$ cat config.mk
export PLATFORM = sky130hd
export DESIGN_NAME = nand_port_ctrl
export DESIGN_NICKNAME = d
export VERILOG_FILES = /design/src/hw/nand_port_ctrl.v
export VERILOG_INCLUDE_DIRS = /design/src /design/src/hw
export SDC_FILE = /design/constraint.sdc
export NUM_CORES = 1
export LEC_CHECK = 0
export ABC_CLOCK_PERIOD_IN_PS = 3000
export BUFFER_PORTS_ARGS = -buffer_cell sky130_fd_sc_hd__buf_2
export CAP_MARGIN = 30
export CORE_ASPECT_RATIO = 1.5
export CORE_MARGIN = 2
export CORE_UTILIZATION = 58
export CTS_CLUSTER_DIAMETER = 150
export CTS_CLUSTER_SIZE = 30
export DETAILED_ROUTE_END_ITERATION = 10
export PLACE_DENSITY = 0.89
export SLEW_MARGIN = 15
export SYNTH_ARGS = -nofsm -noshare
export SYNTH_HDL_FRONTEND = slang
export SYNTH_SLANG_ARGS = --single-unit
$ cat constraint.sdc
create_clock -name mclk -period 3 [get_ports mclk]
set_clock_uncertainty 0.1 [all_clocks]
set_input_delay 0.6 -clock mclk [delete_from_list [all_inputs] [get_ports mclk]]
set_output_delay 0.6 -clock mclk [all_outputs]
set_load 0.01 [all_outputs]
$ cat src/hw/nand_port_defs.vh
// Constants for the NAND command/address port controller
`ifndef NAND_PORT_DEFS_VH
`define NAND_PORT_DEFS_VH
`define CLK_PERIOD_NS 10
// Bus timing figures in ns, converted to cycles (least times round up)
`define T_SETUP_NS 10
`define T_SETUP_CYC ((`T_SETUP_NS + `CLK_PERIOD_NS - 1) / `CLK_PERIOD_NS)
`define T_PULSE_NS 12
`define T_PULSE_CYC ((`T_PULSE_NS + `CLK_PERIOD_NS - 1) / `CLK_PERIOD_NS)
`define T_HIGH_NS 10
`define T_HIGH_CYC ((`T_HIGH_NS + `CLK_PERIOD_NS - 1) / `CLK_PERIOD_NS)
// data_access_delay: data valid after output strobe fall
`define DATA_ACCESS_DELAY_NS 20
`define DATA_ACCESS_DELAY_CYC ((`DATA_ACCESS_DELAY_NS + `CLK_PERIOD_NS - 1) / `CLK_PERIOD_NS)
// WE high to busy, before ready/busy may be trusted
`define T_WB_NS 100
`define T_WB_CYC ((`T_WB_NS + `CLK_PERIOD_NS - 1) / `CLK_PERIOD_NS)
// Busy timeout, from longest busy (block erase 10 ms)
`define T_BUSY_MAX_US 10000
`define T_BUSY_MAX_CYC (`T_BUSY_MAX_US * 1000 / `CLK_PERIOD_NS)
// Cache busy limits
`define CACHE_BUSY_SHORT_US 1
`define CACHE_BUSY_LONG_US 2400
// Address layout
`define COL_BITS 14
`define ROW_BITS 21
`define COL_HI_MASK 8'h3f
`define ROW_HI_MASK 8'h1f
`define PAGE_LSB 0
`define PAGE_MSB 7
`define BLOCK_LSB 8
`define BLOCK_MSB 20
// Opcodes for user requests
`define OP_CMD 2'h0
`define OP_ADDR 2'h1
`define OP_WRITE 2'h2
`define OP_READ 2'h3
`define FIFO_W 8
`define FIFO_D 8
`define FIFO_AW 3
`endif

$ cat src/hw/nand_port_ctrl.v
// NAND command/address port controller with read-data FIFO
`timescale 1ns/10ps
`include "nand_port_defs.vh"

module byte_fifo #(
  parameter WIDTH = 8,
  parameter DEPTH = 8,
  parameter AW = 3
) (
  input wire mclk, // Clock
  input wire rstn, // Synchronous reset, active low
  input wire [WIDTH-1:0] in_data, // Write data
  input wire in_valid, // Write request
  output wire in_ready, // Space available
  output wire [WIDTH-1:0] out_data, // Read data
  output wire out_valid, // Data available
  input wire out_ready // Consumer takes data
);
  reg [WIDTH-1:0] mem [0:DEPTH-1];
  reg [AW:0] wr_ff;
  reg [AW:0] rd_ff;
  wire full = (wr_ff[AW] != rd_ff[AW]) && (wr_ff[AW-1:0] == rd_ff[AW-1:0]);
  wire empty = (wr_ff == rd_ff);
  wire push = in_valid && !full;
  wire pop = out_ready && !empty;
  assign in_ready = !full;
  assign out_valid = !empty;
  assign out_data = mem[rd_ff[AW-1:0]];
  always @(posedge mclk)
  begin
    if (push)
      mem[wr_ff[AW-1:0]] <= in_data;
    if (!rstn)
    begin
      wr_ff <= {(AW+1){1'b0}};
      rd_ff <= {(AW+1){1'b0}};
    end
    else
    begin
      if (push)
        wr_ff <= wr_ff + 1'b1;
      if (pop)
        rd_ff <= rd_ff + 1'b1;
    end
  end
endmodule // byte_fifo

module nand_port_ctrl (
  input wire mclk, // 100 MHz clock
  input wire rstn, // Synchronous reset, active low
  input wire req_valid, // User request present
  output reg req_ready_ff, // Request taken at the previous edge (one-cycle pulse)
  input wire [1:0] req_op, // Command, address, write, read
  input wire [7:0] req_data, // Command or data byte
  input wire req_die, // Target die 0 or 1
  input wire req_last, // Release select after this request
  input wire req_wait, // Wait ready/busy after this request, except a read
  input wire [`COL_BITS-1:0] req_col, // Column for address op
  input wire [`ROW_BITS-1:0] req_row, // Row for address op
  input wire wr_guard, // Allow program/erase when high
  output reg [7:0] rd_data_ff, // Read byte, registered after FIFO
  output reg rd_valid_ff, // Read byte available
  input wire rd_ready, // User takes read byte
  output reg busy_ff, // Controller sequence active
  output reg timeout_ff, // Busy wait expired (sticky until next request)
  output reg [12:0] blk_ff, // Block of last address
  output reg [7:0] page_ff, // Page of last address
  output reg cmd_latch_ff, // Command latch strobe
  output reg addr_latch_ff, // Address latch strobe
  output reg input_strobe_n_ff, // Write strobe, active low
  output reg output_strobe_n_ff, // Read strobe, active low
  output reg [1:0] sel_n_ff, // Per-die select, active low
  output reg write_guard_n_ff, // Write guard, low protects
  input wire [7:0] io_in, // Bus input
  output reg [7:0] io_out_ff, // Bus output
  output reg io_oe_ff, // Bus output enable
  input wire [1:0] idle_flag_open_drain // Ready/busy per die, pulled up
);
  localparam S_IDLE = 3'h0;
  localparam S_SETUP = 3'h1;
  localparam S_PULSE = 3'h2;
  localparam S_HIGH = 3'h3;
  localparam S_RLOW = 3'h4;
  localparam S_RHIGH = 3'h5;
  localparam S_WB = 3'h6;
  localparam S_BUSY = 3'h7;
  localparam integer BUSY_I = `T_BUSY_MAX_CYC;
  localparam integer WB_I = `T_WB_CYC;
  localparam integer SETUP_I = `T_SETUP_CYC;
  localparam integer PULSE_I = `T_PULSE_CYC;
  localparam integer HIGH_I = `T_HIGH_CYC;
  localparam integer ACC_I = `DATA_ACCESS_DELAY_CYC;
  localparam [23:0] BUSY_MAX = BUSY_I[23:0];
  localparam [7:0] WB_CYC = WB_I[7:0];
  localparam [3:0] SETUP_CYC = SETUP_I[3:0];
  localparam [3:0] PULSE_CYC = PULSE_I[3:0];
  localparam [3:0] HIGH_CYC = HIGH_I[3:0];
  localparam [3:0] ACC_CYC = ACC_I[3:0];

  reg [2:0] st_ff;
  reg [3:0] cnt_ff;
  reg [23:0] tmo_ff;
  reg [2:0] acyc_ff;
  reg [1:0] op_ff;
  reg die_ff;
  reg last_ff;
  reg wait_ff;
  reg [39:0] addr_sh_ff;
  reg fifo_push_ff;
  reg [7:0] fifo_in_ff;
  wire fifo_in_ready;
  wire [7:0] fifo_out_data;
  wire fifo_out_valid;
  wire fifo_pop = !rd_valid_ff || rd_ready;

  byte_fifo #(.WIDTH(`FIFO_W), .DEPTH(`FIFO_D), .AW(`FIFO_AW)) u_fifo (
    .mclk(mclk),
    .rstn(rstn),
    .in_data(fifo_in_ff),
    .in_valid(fifo_push_ff),
    .in_ready(fifo_in_ready),
    .out_data(fifo_out_data),
    .out_valid(fifo_out_valid),
    .out_ready(fifo_pop)
  );

  // Output stage, refilled when empty or when the user takes its byte
  always @(posedge mclk)
  begin
    if (!rstn)
    begin
      rd_valid_ff <= 1'b0;
      rd_data_ff <= 8'h00;
    end
    else if (fifo_pop)
    begin
      rd_valid_ff <= fifo_out_valid;
      rd_data_ff <= fifo_out_data;
    end
  end

  // Five address cycles packed low byte first
  wire [39:0] addr_bytes = {3'h0, req_row[20:16], req_row[15:8], req_row[7:0],
                            2'h0, req_col[13:8], req_col[7:0]};
  // A read needs room for its byte, including one in flight
  wire can_read = fifo_in_ready && !fifo_push_ff;
  wire die_ready = idle_flag_open_drain[die_ff];

  always @(posedge mclk)
  begin
    if (!rstn)
    begin
      st_ff <= S_IDLE;
      cnt_ff <= 4'h0;
      tmo_ff <= 24'h0;
      acyc_ff <= 3'h0;
      op_ff <= 2'h0;
      die_ff <= 1'b0;
      last_ff <= 1'b0;
      wait_ff <= 1'b0;
      addr_sh_ff <= 40'h0;
      fifo_push_ff <= 1'b0;
      fifo_in_ff <= 8'h00;
      req_ready_ff <= 1'b0;
      busy_ff <= 1'b0;
      timeout_ff <= 1'b0;
      blk_ff <= 13'h0000;
      page_ff <= 8'h00;
      cmd_latch_ff <= 1'b0;
      addr_latch_ff <= 1'b0;
      input_strobe_n_ff <= 1'b1;
      output_strobe_n_ff <= 1'b1;
      sel_n_ff <= 2'h3;
      write_guard_n_ff <= 1'b0;
      io_out_ff <= 8'h00;
      io_oe_ff <= 1'b0;
    end
    else
    begin
      req_ready_ff <= 1'b0;
      fifo_push_ff <= 1'b0;
      write_guard_n_ff <= wr_guard;
      case (st_ff)
        S_IDLE:
        begin
          busy_ff <= 1'b0;
          if (req_valid && !req_ready_ff && (req_op != `OP_READ || can_read))
          begin
            req_ready_ff <= 1'b1;
            busy_ff <= 1'b1;
            timeout_ff <= 1'b0;
            op_ff <= req_op;
            die_ff <= req_die;
            last_ff <= req_last;
            wait_ff <= req_wait;
            sel_n_ff <= req_die ? 2'h1 : 2'h2;
            cnt_ff <= 4'h0;
            if (req_op == `OP_ADDR)
            begin
              addr_sh_ff <= addr_bytes;
              acyc_ff <= 3'h4;
              io_out_ff <= addr_bytes[7:0];
              blk_ff <= req_row[`BLOCK_MSB:`BLOCK_LSB];
              page_ff <= req_row[`PAGE_MSB:`PAGE_LSB];
            end
            else
            begin
              acyc_ff <= 3'h0;
              io_out_ff <= req_data;
            end
            cmd_latch_ff <= (req_op == `OP_CMD);
            addr_latch_ff <= (req_op == `OP_ADDR);
            io_oe_ff <= (req_op != `OP_READ);
            st_ff <= (req_op == `OP_READ) ? S_RLOW : S_SETUP;
            if (req_op == `OP_READ)
              output_strobe_n_ff <= 1'b0;
          end
        end
        S_SETUP:
        begin
          cnt_ff <= cnt_ff + 4'h1;
          if (cnt_ff + 4'h1 >= SETUP_CYC)
          begin
            input_strobe_n_ff <= 1'b0;
            cnt_ff <= 4'h0;
            st_ff <= S_PULSE;
          end
        end
        S_PULSE:
        begin
          cnt_ff <= cnt_ff + 4'h1;
          if (cnt_ff + 4'h1 >= PULSE_CYC)
          begin
            input_strobe_n_ff <= 1'b1;
            cnt_ff <= 4'h0;
            st_ff <= S_HIGH;
          end
        end
        S_HIGH:
        begin
          cnt_ff <= cnt_ff + 4'h1;
          if (cnt_ff + 4'h1 >= HIGH_CYC)
          begin
            cnt_ff <= 4'h0;
            if (acyc_ff != 3'h0)
            begin
              acyc_ff <= acyc_ff - 3'h1;
              addr_sh_ff <= {8'h00, addr_sh_ff[39:8]};
              io_out_ff <= addr_sh_ff[15:8];
              st_ff <= S_SETUP;
            end
            else
            begin
              cmd_latch_ff <= 1'b0;
              addr_latch_ff <= 1'b0;
              io_oe_ff <= 1'b0;
              st_ff <= wait_ff ? S_WB : S_IDLE;
              if (!wait_ff && last_ff)
                sel_n_ff <= 2'h3;
            end
          end
        end
        S_RLOW:
        begin
          // Sample after access delay, then raise strobe long enough to release bus
          cnt_ff <= cnt_ff + 4'h1;
          if (cnt_ff + 4'h1 >= ACC_CYC)
          begin
            fifo_in_ff <= io_in;
            fifo_push_ff <= 1'b1;
            output_strobe_n_ff <= 1'b1;
            cnt_ff <= 4'h0;
            st_ff <= S_RHIGH;
          end
        end
        S_RHIGH:
        begin
          cnt_ff <= cnt_ff + 4'h1;
          if (cnt_ff + 4'h1 >= HIGH_CYC)
          begin
            cnt_ff <= 4'h0;
            st_ff <= S_IDLE;
            if (last_ff)
              sel_n_ff <= 2'h3;
          end
        end
        S_WB:
        begin
          // Ready/busy is not valid until the die has had time to go busy
          tmo_ff <= tmo_ff + 24'h1;
          if (tmo_ff + 24'h1 >= {16'h0, WB_CYC})
          begin
            tmo_ff <= 24'h0;
            st_ff <= S_BUSY;
          end
        end
        S_BUSY:
        begin
          tmo_ff <= tmo_ff + 24'h1;
          if (die_ready || tmo_ff + 24'h1 >= BUSY_MAX)
          begin
            timeout_ff <= !die_ready;
            tmo_ff <= 24'h0;
            st_ff <= S_IDLE;
            if (last_ff)
              sel_n_ff <= 2'h3;
          end
        end
        default:
          st_ff <= S_IDLE;
      endcase
    end
  end
endmodule // nand_port_ctrl

==> flow_summary.toml, run 1 <==
[logic_synthesis]
synth_edf_count = 64
ys_warn_count = 0
async_reset_ff_share_pct = 0
synth_top_family_by_area = "simple AND/OR/NAND/NOR gates"
ys_ff_latch = 196
synthXorXnorAreaFrac_pct = 1.78
ys.flop_type = "dfxtp_1"
synth_fa_ha_area_share_pct = 1.27
yosys.area_share.simple_pct = 19.1
ys_seq_area_share_pct = 51.6
ys_types = 74
syn_inst = 886
mappedNetlistArea_mm2 = 0.00884
synthMuxAreaShare_pct = 7.59
syn_avg_cell_area_um2 = 9.98
synth_nets = 958
synth-compound-area-share_pct = 14.5

[final_layout]
utilization_pct = 69.2
stdcell_area_mm2 = 0.0104
syn_to_final_growth_pct = 17.5
fillers = 1137
drive_above_1_share_pct = 23.5
num_antenna_cells = 0
sequential_cell_area_mm2 = 0.00458
nets = 1069
multi_input_area_mm2 = 0.00395

[setup_path]
setup.worst_path.start_class = "register"
crit_chain = "and4_1, nand4_1, or3_1, a21o_1, a211o_4, a22oi_4, buf_4, or3_1, o221ai_1"
crit_slowest_cell = "dfxtp_2"
slowest_delay_ns = 0.43
crit_fanout = 9
required_ns = 3.20
path_class = "reg -> reg"
arrival_ns = 3.10
crit_path_end_kind = "register"
path_common_cell = "or3_1"

[die]
dieArea_mm2 = 0.0163
core-area_mm2 = 0.0150
start_util_pct = 58.9
std_cell_rows = 55
die_w_um = 105
io-pin-count = 112
die_h_um = 155

[timing]
slew_violations = 0
finalHoldViolCount = 0
setup_viol = 0
min_period_ns = 2.90
fin_crit_sh_pct = 96.7
slew_headroom_pct = 57.6
fmax_mhz = 345
worstMarginPinSlew_ns = 0.634
rsz0062_at_grt = "no"
holdWs_ns = 0.280

[global_routing]
grt_pass1_vias = 6879
grt_util_met2_pct = 46.9
grt_use_met3_pct = 4.52
grt_usage_pct = 26.1
groute.layer.met1.usage_pct = 29.4
grt_antenna_before_repair = 0
grt_remaining_overflow = 0
busiest_layer = "met2"
grt_first_pass_wirelength_mm = 33.3
grt_max_degree = 79

[power_and_ir_drop]
finalPower_mw = 6.79
p_clk_share_pct = 33.8
combPwrFrac_pct = 21.1
p_sw_mw = 2.13
p_leak_nw = 4.03
switching_share_pct = 31.3
peakVddDrop_uv = 557
p_int_mw = 4.66
seq_power_share_pct = 45.2
p_per_area_mw_per_mm2 = 654

[clock_network]
cts-root-buf = "clkbuf_16"
hold_buffers = 0
cts_buffers = 17
clockBufferDepth = 2
cts_sinks = 196
htreeDepth = 4
clk_pin_slew_worst_paths_ns = 0.08
clk_latency_ns = 0.44
cts_tree = "done"

[placement]
gp_congestion = 0.915
dpl_cell_area_mm2 = 0.00969
dp_hpwl_mm = 14.4
io_buffers = 111

[detailed_routing]
remaining_drc_errors = 0
viasPerCell = 5.97
postRouteAntennaNets = 0
drtIter0Drc = 465
first_pass_iters = 5
wl_mm = 21.1
wire_per_inst_um = 17.5
vias = 7222

[run]
cap_viol_max_count = 0

[status]
status = "finished, final reports clean"

[worst_hold_path]
min_path_type = "in -> reg"
==> through the flow <==
| step | std cells | setup WS [ns] | TNS (ns) |
|---|---|---|---|
| after floorplan | 886 | 0.294 | 0 |
| after global placement | 1175 | 0.107 | 0 |
| after detailed placement | 1175 | -0.0132 | -0.0132 |
| after CTS | 1207 | 0.00399 | 0 |
| after global routing | 1209 | 0.00941 | 0 |
| final | 1209 | 0.0995 | 0 |
==> critical path, delay by kind of cell (launching register included) <==
kind                   cells  cell delay [ns]
AO/OA/AOI/OAI              4             0.95
buffers and inverters      1             0.22
flip-flops                 1             0.43
AND/OR/NAND/NOR            4             1.08
==> final timing paths <==
kind                              from                           to  slack, ns  cells past startpoint
max             tmo_ff[2]$_SDFFE_PN0P_       tmo_ff[3]$_SDFFE_PN0P_        0.1                      9
min reg2reg  io_out_ff[3]$_SDFFE_PN0P_    io_out_ff[3]$_SDFFE_PN0P_       0.35                      2
min                           wr_guard  write_guard_n_ff$_SDFF_PN0_       0.28                      2
max reg2reg     tmo_ff[2]$_SDFFE_PN0P_       tmo_ff[3]$_SDFFE_PN0P_        0.1                      9
==> repair_timing <==
item	4_1_cts	5_1_grt
gates resized for setup	0	18
setup endpoints to repair	0	27
setup buffers	0	2
==> layout by cell type (no fill, tap or decap), types with 17 or more instances in the layout <==
| master | synthesis | routed |
|---|---|---|
| a21oi_1 | 64 | 64 |
| a311oi_1 | 23 | 23 |
| buf_2 | 12 | 111 |
| buf_4 | 3 | 46 |
| clkbuf_16 | 0 | 17 |
| dfxtp_1 | 132 | 123 |
| edfxtp_1 | 64 | 64 |
| mux2i_1 | 31 | 31 |
| nand2_1 | 152 | 152 |
| nand3_1 | 24 | 24 |
| nor2_1 | 73 | 73 |
==> flip-flops by register name, indices dropped and copies added, names as in the netlist, 2 cells and up <==
name          count
u_fifo.mem       64
tmo_ff           24
io_out_ff         8
acyc_ff           3
page_ff           8
u_fifo.wr_ff      4
u_fifo.rd_ff      4
sel_n_ff          2
addr_sh_ff       29
fifo_in_ff        8
st_ff             3
blk_ff           13
cnt_ff            4
rd_data_ff        8
==> cells in the mapped netlist (all sizes together) (4+ instances only) <==
| master | instances | area (µm²) |
|---|---|---|
| a211oi | 16 | 125 |
| a21o | 9 | 67.6 |
| a21oi | 67 | 347 |
| a311oi | 23 | 201 |
| a31o | 4 | 35.0 |
| a31oi | 11 | 75.1 |
| and2 | 7 | 43.8 |
| and3 | 15 | 93.8 |
| buf | 22 | 135 |
| clkbuf | 44 | 165 |
| dfxtp | 132 | 2640 |
| edfxtp | 64 | 1920 |
| ha | 9 | 113 |
| inv | 17 | 63.8 |
| mux2i | 31 | 310 |
| mux4 | 16 | 360 |
| nand2 | 152 | 571 |
| nand2b | 7 | 43.8 |
| nand3 | 26 | 140 |
| nand3b | 5 | 37.5 |
| nand4 | 11 | 75.1 |
| nand4b | 4 | 35.0 |
| nor2 | 73 | 274 |
| nor2b | 6 | 37.5 |
| nor3 | 10 | 55.1 |
| nor4 | 7 | 88.8 |
| o211ai | 12 | 90.1 |
| o21ai | 15 | 75.1 |
| or3 | 11 | 68.8 |
| or4 | 5 | 37.5 |
| xnor2 | 10 | 87.6 |
| xor2 | 8 | 70.1 |
==> metal layers <==
layer | part of all wire, % | vias to the layer above
li1 | - | 3443
met3 | 6.5 | 52
met1 | 37 | 3430
met4 | 3.0 | 0
met2 | 53 | 297
met5 | 0 | -
==> cells by family after synthesis <==
| kind of cell | after synthesis |
|---|---|
| flip-flops | 196 |
| adder cells (fa/ha/maj) | 9 |
| XOR/XNOR | 18 |
| AND/OR/NAND/NOR | 348 |
| buffers and inverters | 83 |
| AO/OA/AOI/OAI | 185 |
| multiplexers | 47 |
==> cell type report <==
cell class,instances,share of cell area [%]
clock buffer,17,4.10
clock inverter,15,1.89
inverter,17,0.627
multi-input combinational,607,38.1
sequential,196,44.1
tap,199,2.40
timing repair buffer,158,8.87
==> power groups by stage <==
stage                     Combinational [mW]  Sequential (mW)  Clock, mW
final                                   1.43             3.07       2.29
after global routing                    1.58             3.09       2.43
after CTS                               1.43             3.06       2.33
after detailed placement                1.41             3.12          0
after global placement                  1.38             3.11          0
after floorplan                        0.940             3.14          0
(Power assumes the default switching activity.)
==> run 2: changes to the inputs <==
CORE_ASPECT_RATIO = unset   (was 1.5)
==> flow_summary.toml, run 2 (synthesis gave the netlist of run 1 again) <==
[status]
status = "finished, final reports clean"

[timing]
rsz0062_at_grt = "yes"
slew_violations = 0
worstMarginPinSlew_ns = 0.821
fin_crit_sh_pct = 95.5
min_period_ns = 2.87
finalHoldViolCount = 0
slew_headroom_pct = 44.9
setup_tns_ns = 0
fmax_mhz = 349
setup_viol = 0
fin_ws_ns = 0.134

[final_layout]
num_antenna_cells = 0
nets = 1076
final_common_cell = "nand2_1"
stdcell_area_mm2 = 0.0104
syn_to_final_growth_pct = 17.5
final_cell_mix = "nand2_1, dfxtp_1, buf_2"
drive_above_1_share_pct = 24.1
largest_reg_flops = 64

[power_and_ir_drop]
p_per_area_mw_per_mm2 = 649
p_leak_nw = 4.07
peakVddDrop_uv = 526

[global_routing]
grt_antenna_before_repair = 0
grt_remaining_overflow = 0
grt_pass1_vias = 6946
grt_first_pass_wirelength_mm = 34.1
grt_max_degree = 42
grt_usage_pct = 26.5

[setup_path]
path_class = "reg -> reg"
rrSetupSlack_ns = 0.13
ff2ff_path_depth = 11
required_ns = 3.23
reg2reg_to = "tmo_ff[7]$_SDFFE_PN0P_"
crit_fanout = 8
arrival_ns = 3.10
crit_path_end_kind = "register"
worstReg2RegStart = "tmo_ff[0]$_SDFFE_PN0P_"
setup.worst_path.start_class = "register"

[placement]
dp_hpwl_mm = 14.1
gp_congestion = 0.930
dpl_cell_area_mm2 = 0.00971
io_buffers = 111
pre_cts_slack_ns = 0.0923

[clock_network]
cts-root-buf = "clkbuf_16"
clockBufferDepth = 2
cts_sinks = 196
htreeDepth = 4
clk_latency_ns = 0.44
cts_tree = "done"
cts_buffers = 17
hold_buffers = 0
clk_pin_slew_worst_paths_ns = 0.07

[detailed_routing]
postRouteAntennaNets = 0
wire_per_inst_um = 17.6
viasPerCell = 6.09
drtIter0Drc = 680
first_pass_iters = 7
remaining_drc_errors = 0
wl_mm = 21.3
vias = 7344

[worst_hold_path]
hold_path.startpoint = "wr_guard"
holdPathEnd = "write_guard_n_ff$_SDFF_PN0_"
hold_depth = 2
min_path_type = "in -> reg"

[die]
io-pin-count = 112
dieArea_mm2 = 0.0162
core-area_mm2 = 0.0150
die_w_um = 127
start_util_pct = 58.8
die_h_um = 127
std_cell_rows = 45

[run]
cap_viol_max_count = 0
-- run 2: cell count changes in the layout (fill, tap and decap cells not counted), moves of 2 or more --
cell,previous run,this run
clkinv_8,7,1
buf_4,46,52
inv_8,3,6
clkinv_4,0,2
clkinvlp_4,2,0
-- run 2: worst max-delay path by stage --
stage	cells after the start	from	endpoint
finish	11	tmo_ff[0]$_SDFFE_PN0P_	tmo_ff[7]$_SDFFE_PN0P_
global route	10	tmo_ff[1]$_SDFFE_PN0P_	tmo_ff[2]$_SDFFE_PN0P_
CTS	8	u_fifo.wr_ff[0]$_SDFFE_PN0P_	addr_sh_ff[18]$_SDFFE_PN0P_
detailed placement	10	tmo_ff[0]$_SDFFE_PN0P_	tmo_ff[17]$_SDFFE_PN0P_
global placement	10	tmo_ff[0]$_SDFFE_PN0P_	tmo_ff[17]$_SDFFE_PN0P_
floorplan	12	tmo_ff[0]$_SDFFE_PN0P_	tmo_ff[11]$_SDFFE_PN0P_
-- run 2: report_power, final --
part	internal [mW]	total (mW)	switching, mW	leakage [nW]
Clock	1.13	2.23	1.09	0.283
Combinational	0.590	1.44	0.851	2.13
Sequential	2.93	3.07	0.135	1.66
-- run 2: per-layer routing --
metal | part of all wire [%] | vias to the layer above | GRT usage [%]
li1 | - | 3470 | -
met1 | 41 | 3552 | 33.0
met2 | 51 | 279 | 45.6
met3 | 6.3 | 43 | 6.20
met4 | 2.1 | 0 | 8.92
met5 | 0 | - | 0
-- run 2: cell type report --
class	count	area, µm²
Tap cell	188	235
Clock buffer	19	443
Fill cell	1077	4650
Multi-Input combinational cell	608	3980
Sequential cell	196	4570
Clock inverter	13	133
Inverter	17	65.1
Timing Repair Buffer	164	957
-- run 2: critical path, stage by stage (launching register included) --
cell	delay (ns)
dfxtp_2	0.36
ha_1	0.25
buf_4	0.17
and3_1	0.23
nor4_1	0.24
a31oi_1	0.07
o22a_1	0.21
a211o_4	0.39
a22oi_4	0.34
buf_4	0.21
a21oi_2	0.03
a31o_1	0.17
-- run 2: what timing repair did --
action | CTS | global route
gates resized for setup | 0 | 21
buffers inserted | 0 | 2
endpoints found under the setup margin | 0 | 38
-- run 2: stage by stage --
stage / power [mW] / utilization, % / hold slack, ns / cells
after floorplan: 4.08 / - / 0.332 / 886
after global placement: 4.48 / 64.6 / 0.336 / 1170
after detailed placement: 4.52 / 64.6 / 0.346 / 1170
after CTS: 6.74 / 68.4 / 0.260 / 1202
after global routing: 7.05 / 69.1 / 0.272 / 1205
final: 6.74 / 69.1 / 0.272 / 1205
==> run 3: changes to the inputs <==
MAX_ROUTING_LAYER = met4   (was unset)
SETUP_SLACK_MARGIN = 0.4   (was unset)
==> flow_summary.toml, run 3 (synthesis gave the netlist of run 1 again) <==
[status]
status = "finished, final reports clean"

[setup_path]
crit_slowest_cell = "dfxtp_4"
arrival_ns = 3.03
setup.worst_path.start_class = "register"
path_common_cell = "buf_6"
crit_family = "compound AO/OA/AOI/OAI gates"
crit_fanout = 6
required_ns = 3.20
slowest_delay_ns = 0.40
path_class = "reg -> reg"
path_buf_inv = 3
crit_chain = "nand4_1, buf_6, buf_6, nor3_4, nor3_2, o2111a_2, a211o_4, a22oi_4, buf_6, or3_1, a31oi_1"
crit_path_end_kind = "register"

[placement]
dpl_cell_area_mm2 = 0.00973
gp_congestion = 0.959
io_buffers = 111
dp_hpwl_mm = 13.7

[run]
cap_viol_max_count = 0

[final_layout]
final_cell_mix = "nand2_1, dfxtp_1, buf_2"
final_common_cell = "nand2_1"
num_antenna_cells = 0
largest_reg_flops = 64
drive_above_1_share_pct = 29.7
nets = 1100
syn_to_final_growth_pct = 22.8
stdcell_area_mm2 = 0.0109
utilization_pct = 72.2

[power_and_ir_drop]
finalPower_mw = 6.85
peakVddDrop_uv = 421
p_int_mw = 4.71
seq_power_share_pct = 44.8
p_leak_nw = 4.24
combPwrFrac_pct = 22.8
p_per_area_mw_per_mm2 = 631
p_sw_mw = 2.14
switching_share_pct = 31.2
p_clk_share_pct = 32.4

[global_routing]
grt_antenna_before_repair = 0
grt_max_degree = 43
grt_first_pass_wirelength_mm = 33.7
grt_remaining_overflow = 0
grt_pass1_vias = 6708
grt_usage_pct = 27.0

[detailed_routing]
drtIter0Drc = 636
postRouteAntennaNets = 0
wl_mm = 22.3
wire_per_inst_um = 18.1
first_pass_iters = 6
viasPerCell = 6.05
remaining_drc_errors = 0
vias = 7432

[timing]
fmax_mhz = 353
worstMarginPinSlew_ns = 0.597
setup_viol = 0
rsz0062_at_grt = "yes"
slew_violations = 0
setup_tns_ns = 0
slew_headroom_pct = 60.1
fin_crit_sh_pct = 94.3
min_period_ns = 2.83
finalHoldViolCount = 0

[clock_network]
hold_buffers = 0
cts_sinks = 196
clockBufferDepth = 2
cts_buffers = 17
htreeDepth = 4
clk_pin_slew_worst_paths_ns = 0.08
cts_tree = "done"
cts-root-buf = "clkbuf_16"
clk_latency_ns = 0.43

[die]
start_util_pct = 58.8
core-area_mm2 = 0.0150
die_w_um = 127
dieArea_mm2 = 0.0162
std_cell_rows = 45
die_h_um = 127
io-pin-count = 112

[worst_hold_path]
min_path_type = "in -> reg"
run 3: cell count changes in the layout (fill, tap and decap cells not counted), sizes merged:
cell   before  now
buf       164  187
nand3      26   27
run 3: path summary, 6_finish.rpt:
check	startpoint	endpoint	slack, ns	cells past startpoint
hold / removal	wr_guard	write_guard_n_ff$_SDFF_PN0_	0.27	2
setup / recovery	tmo_ff[1]$_SDFFE_PN0P_	tmo_ff[4]$_SDFFE_PN0P_	0.17	11
setup reg to reg	tmo_ff[1]$_SDFFE_PN0P_	tmo_ff[4]$_SDFFE_PN0P_	0.17	11
hold reg to reg	io_out_ff[7]$_SDFFE_PN0P_	io_out_ff[7]$_SDFFE_PN0P_	0.35	2
run 3: what timing repair did:
| action | in CTS | in global routing |
|---|---|---|
| hold endpoints to repair | 0 | 0 |
| gates resized for setup | 42 | 46 |
| pin swaps | 15 | 26 |
| buffers inserted | 12 | 14 |
| gates cloned | 1 | 1 |
| endpoints found under the setup margin | 49 | 72 |
run 3: area by class of cell:
class                           count  area (µm²)
Fill cell                        1003        4180
Sequential cell                   196        4610
Clock inverter                     13         133
Inverter                           17        67.6
Timing Repair Buffer              187        1160
Multi-Input combinational cell    609        4200
Tap cell                          188         235
Clock buffer                       19         443
run 3: metrics by stage:
step | hold slack (ns) | std cells | worst slack, ns
floorplan | 0.332 | 886 | 0.403
global placement | 0.335 | 1169 | 0.158
detailed placement | 0.340 | 1169 | 0.0722
CTS | 0.261 | 1214 | 0.266
global route | 0.278 | 1229 | 0.131
finish | 0.269 | 1229 | 0.170
run 3: layer usage:
metal | up-vias | wire length [µm] | GRT usage [%]
li1 | 3504 | - | -
met1 | 3571 | 9020 | 33.4
met2 | 301 | 11500 | 46.2
met3 | 56 | 1350 | 4.61
met4 | 0 | 442 | 7.11
met5 | - | 0 | -
run 3: power groups by stage:
stage / Combinational, mW / Clock (mW) / Sequential (mW)
after detailed placement: 1.41 / 0 / 3.12
after global placement: 1.38 / 0 / 3.11
after floorplan: 0.940 / 0 / 3.14
after CTS: 1.49 / 2.24 / 3.07
after global routing: 1.71 / 2.33 / 3.09
final: 1.56 / 2.22 / 3.07
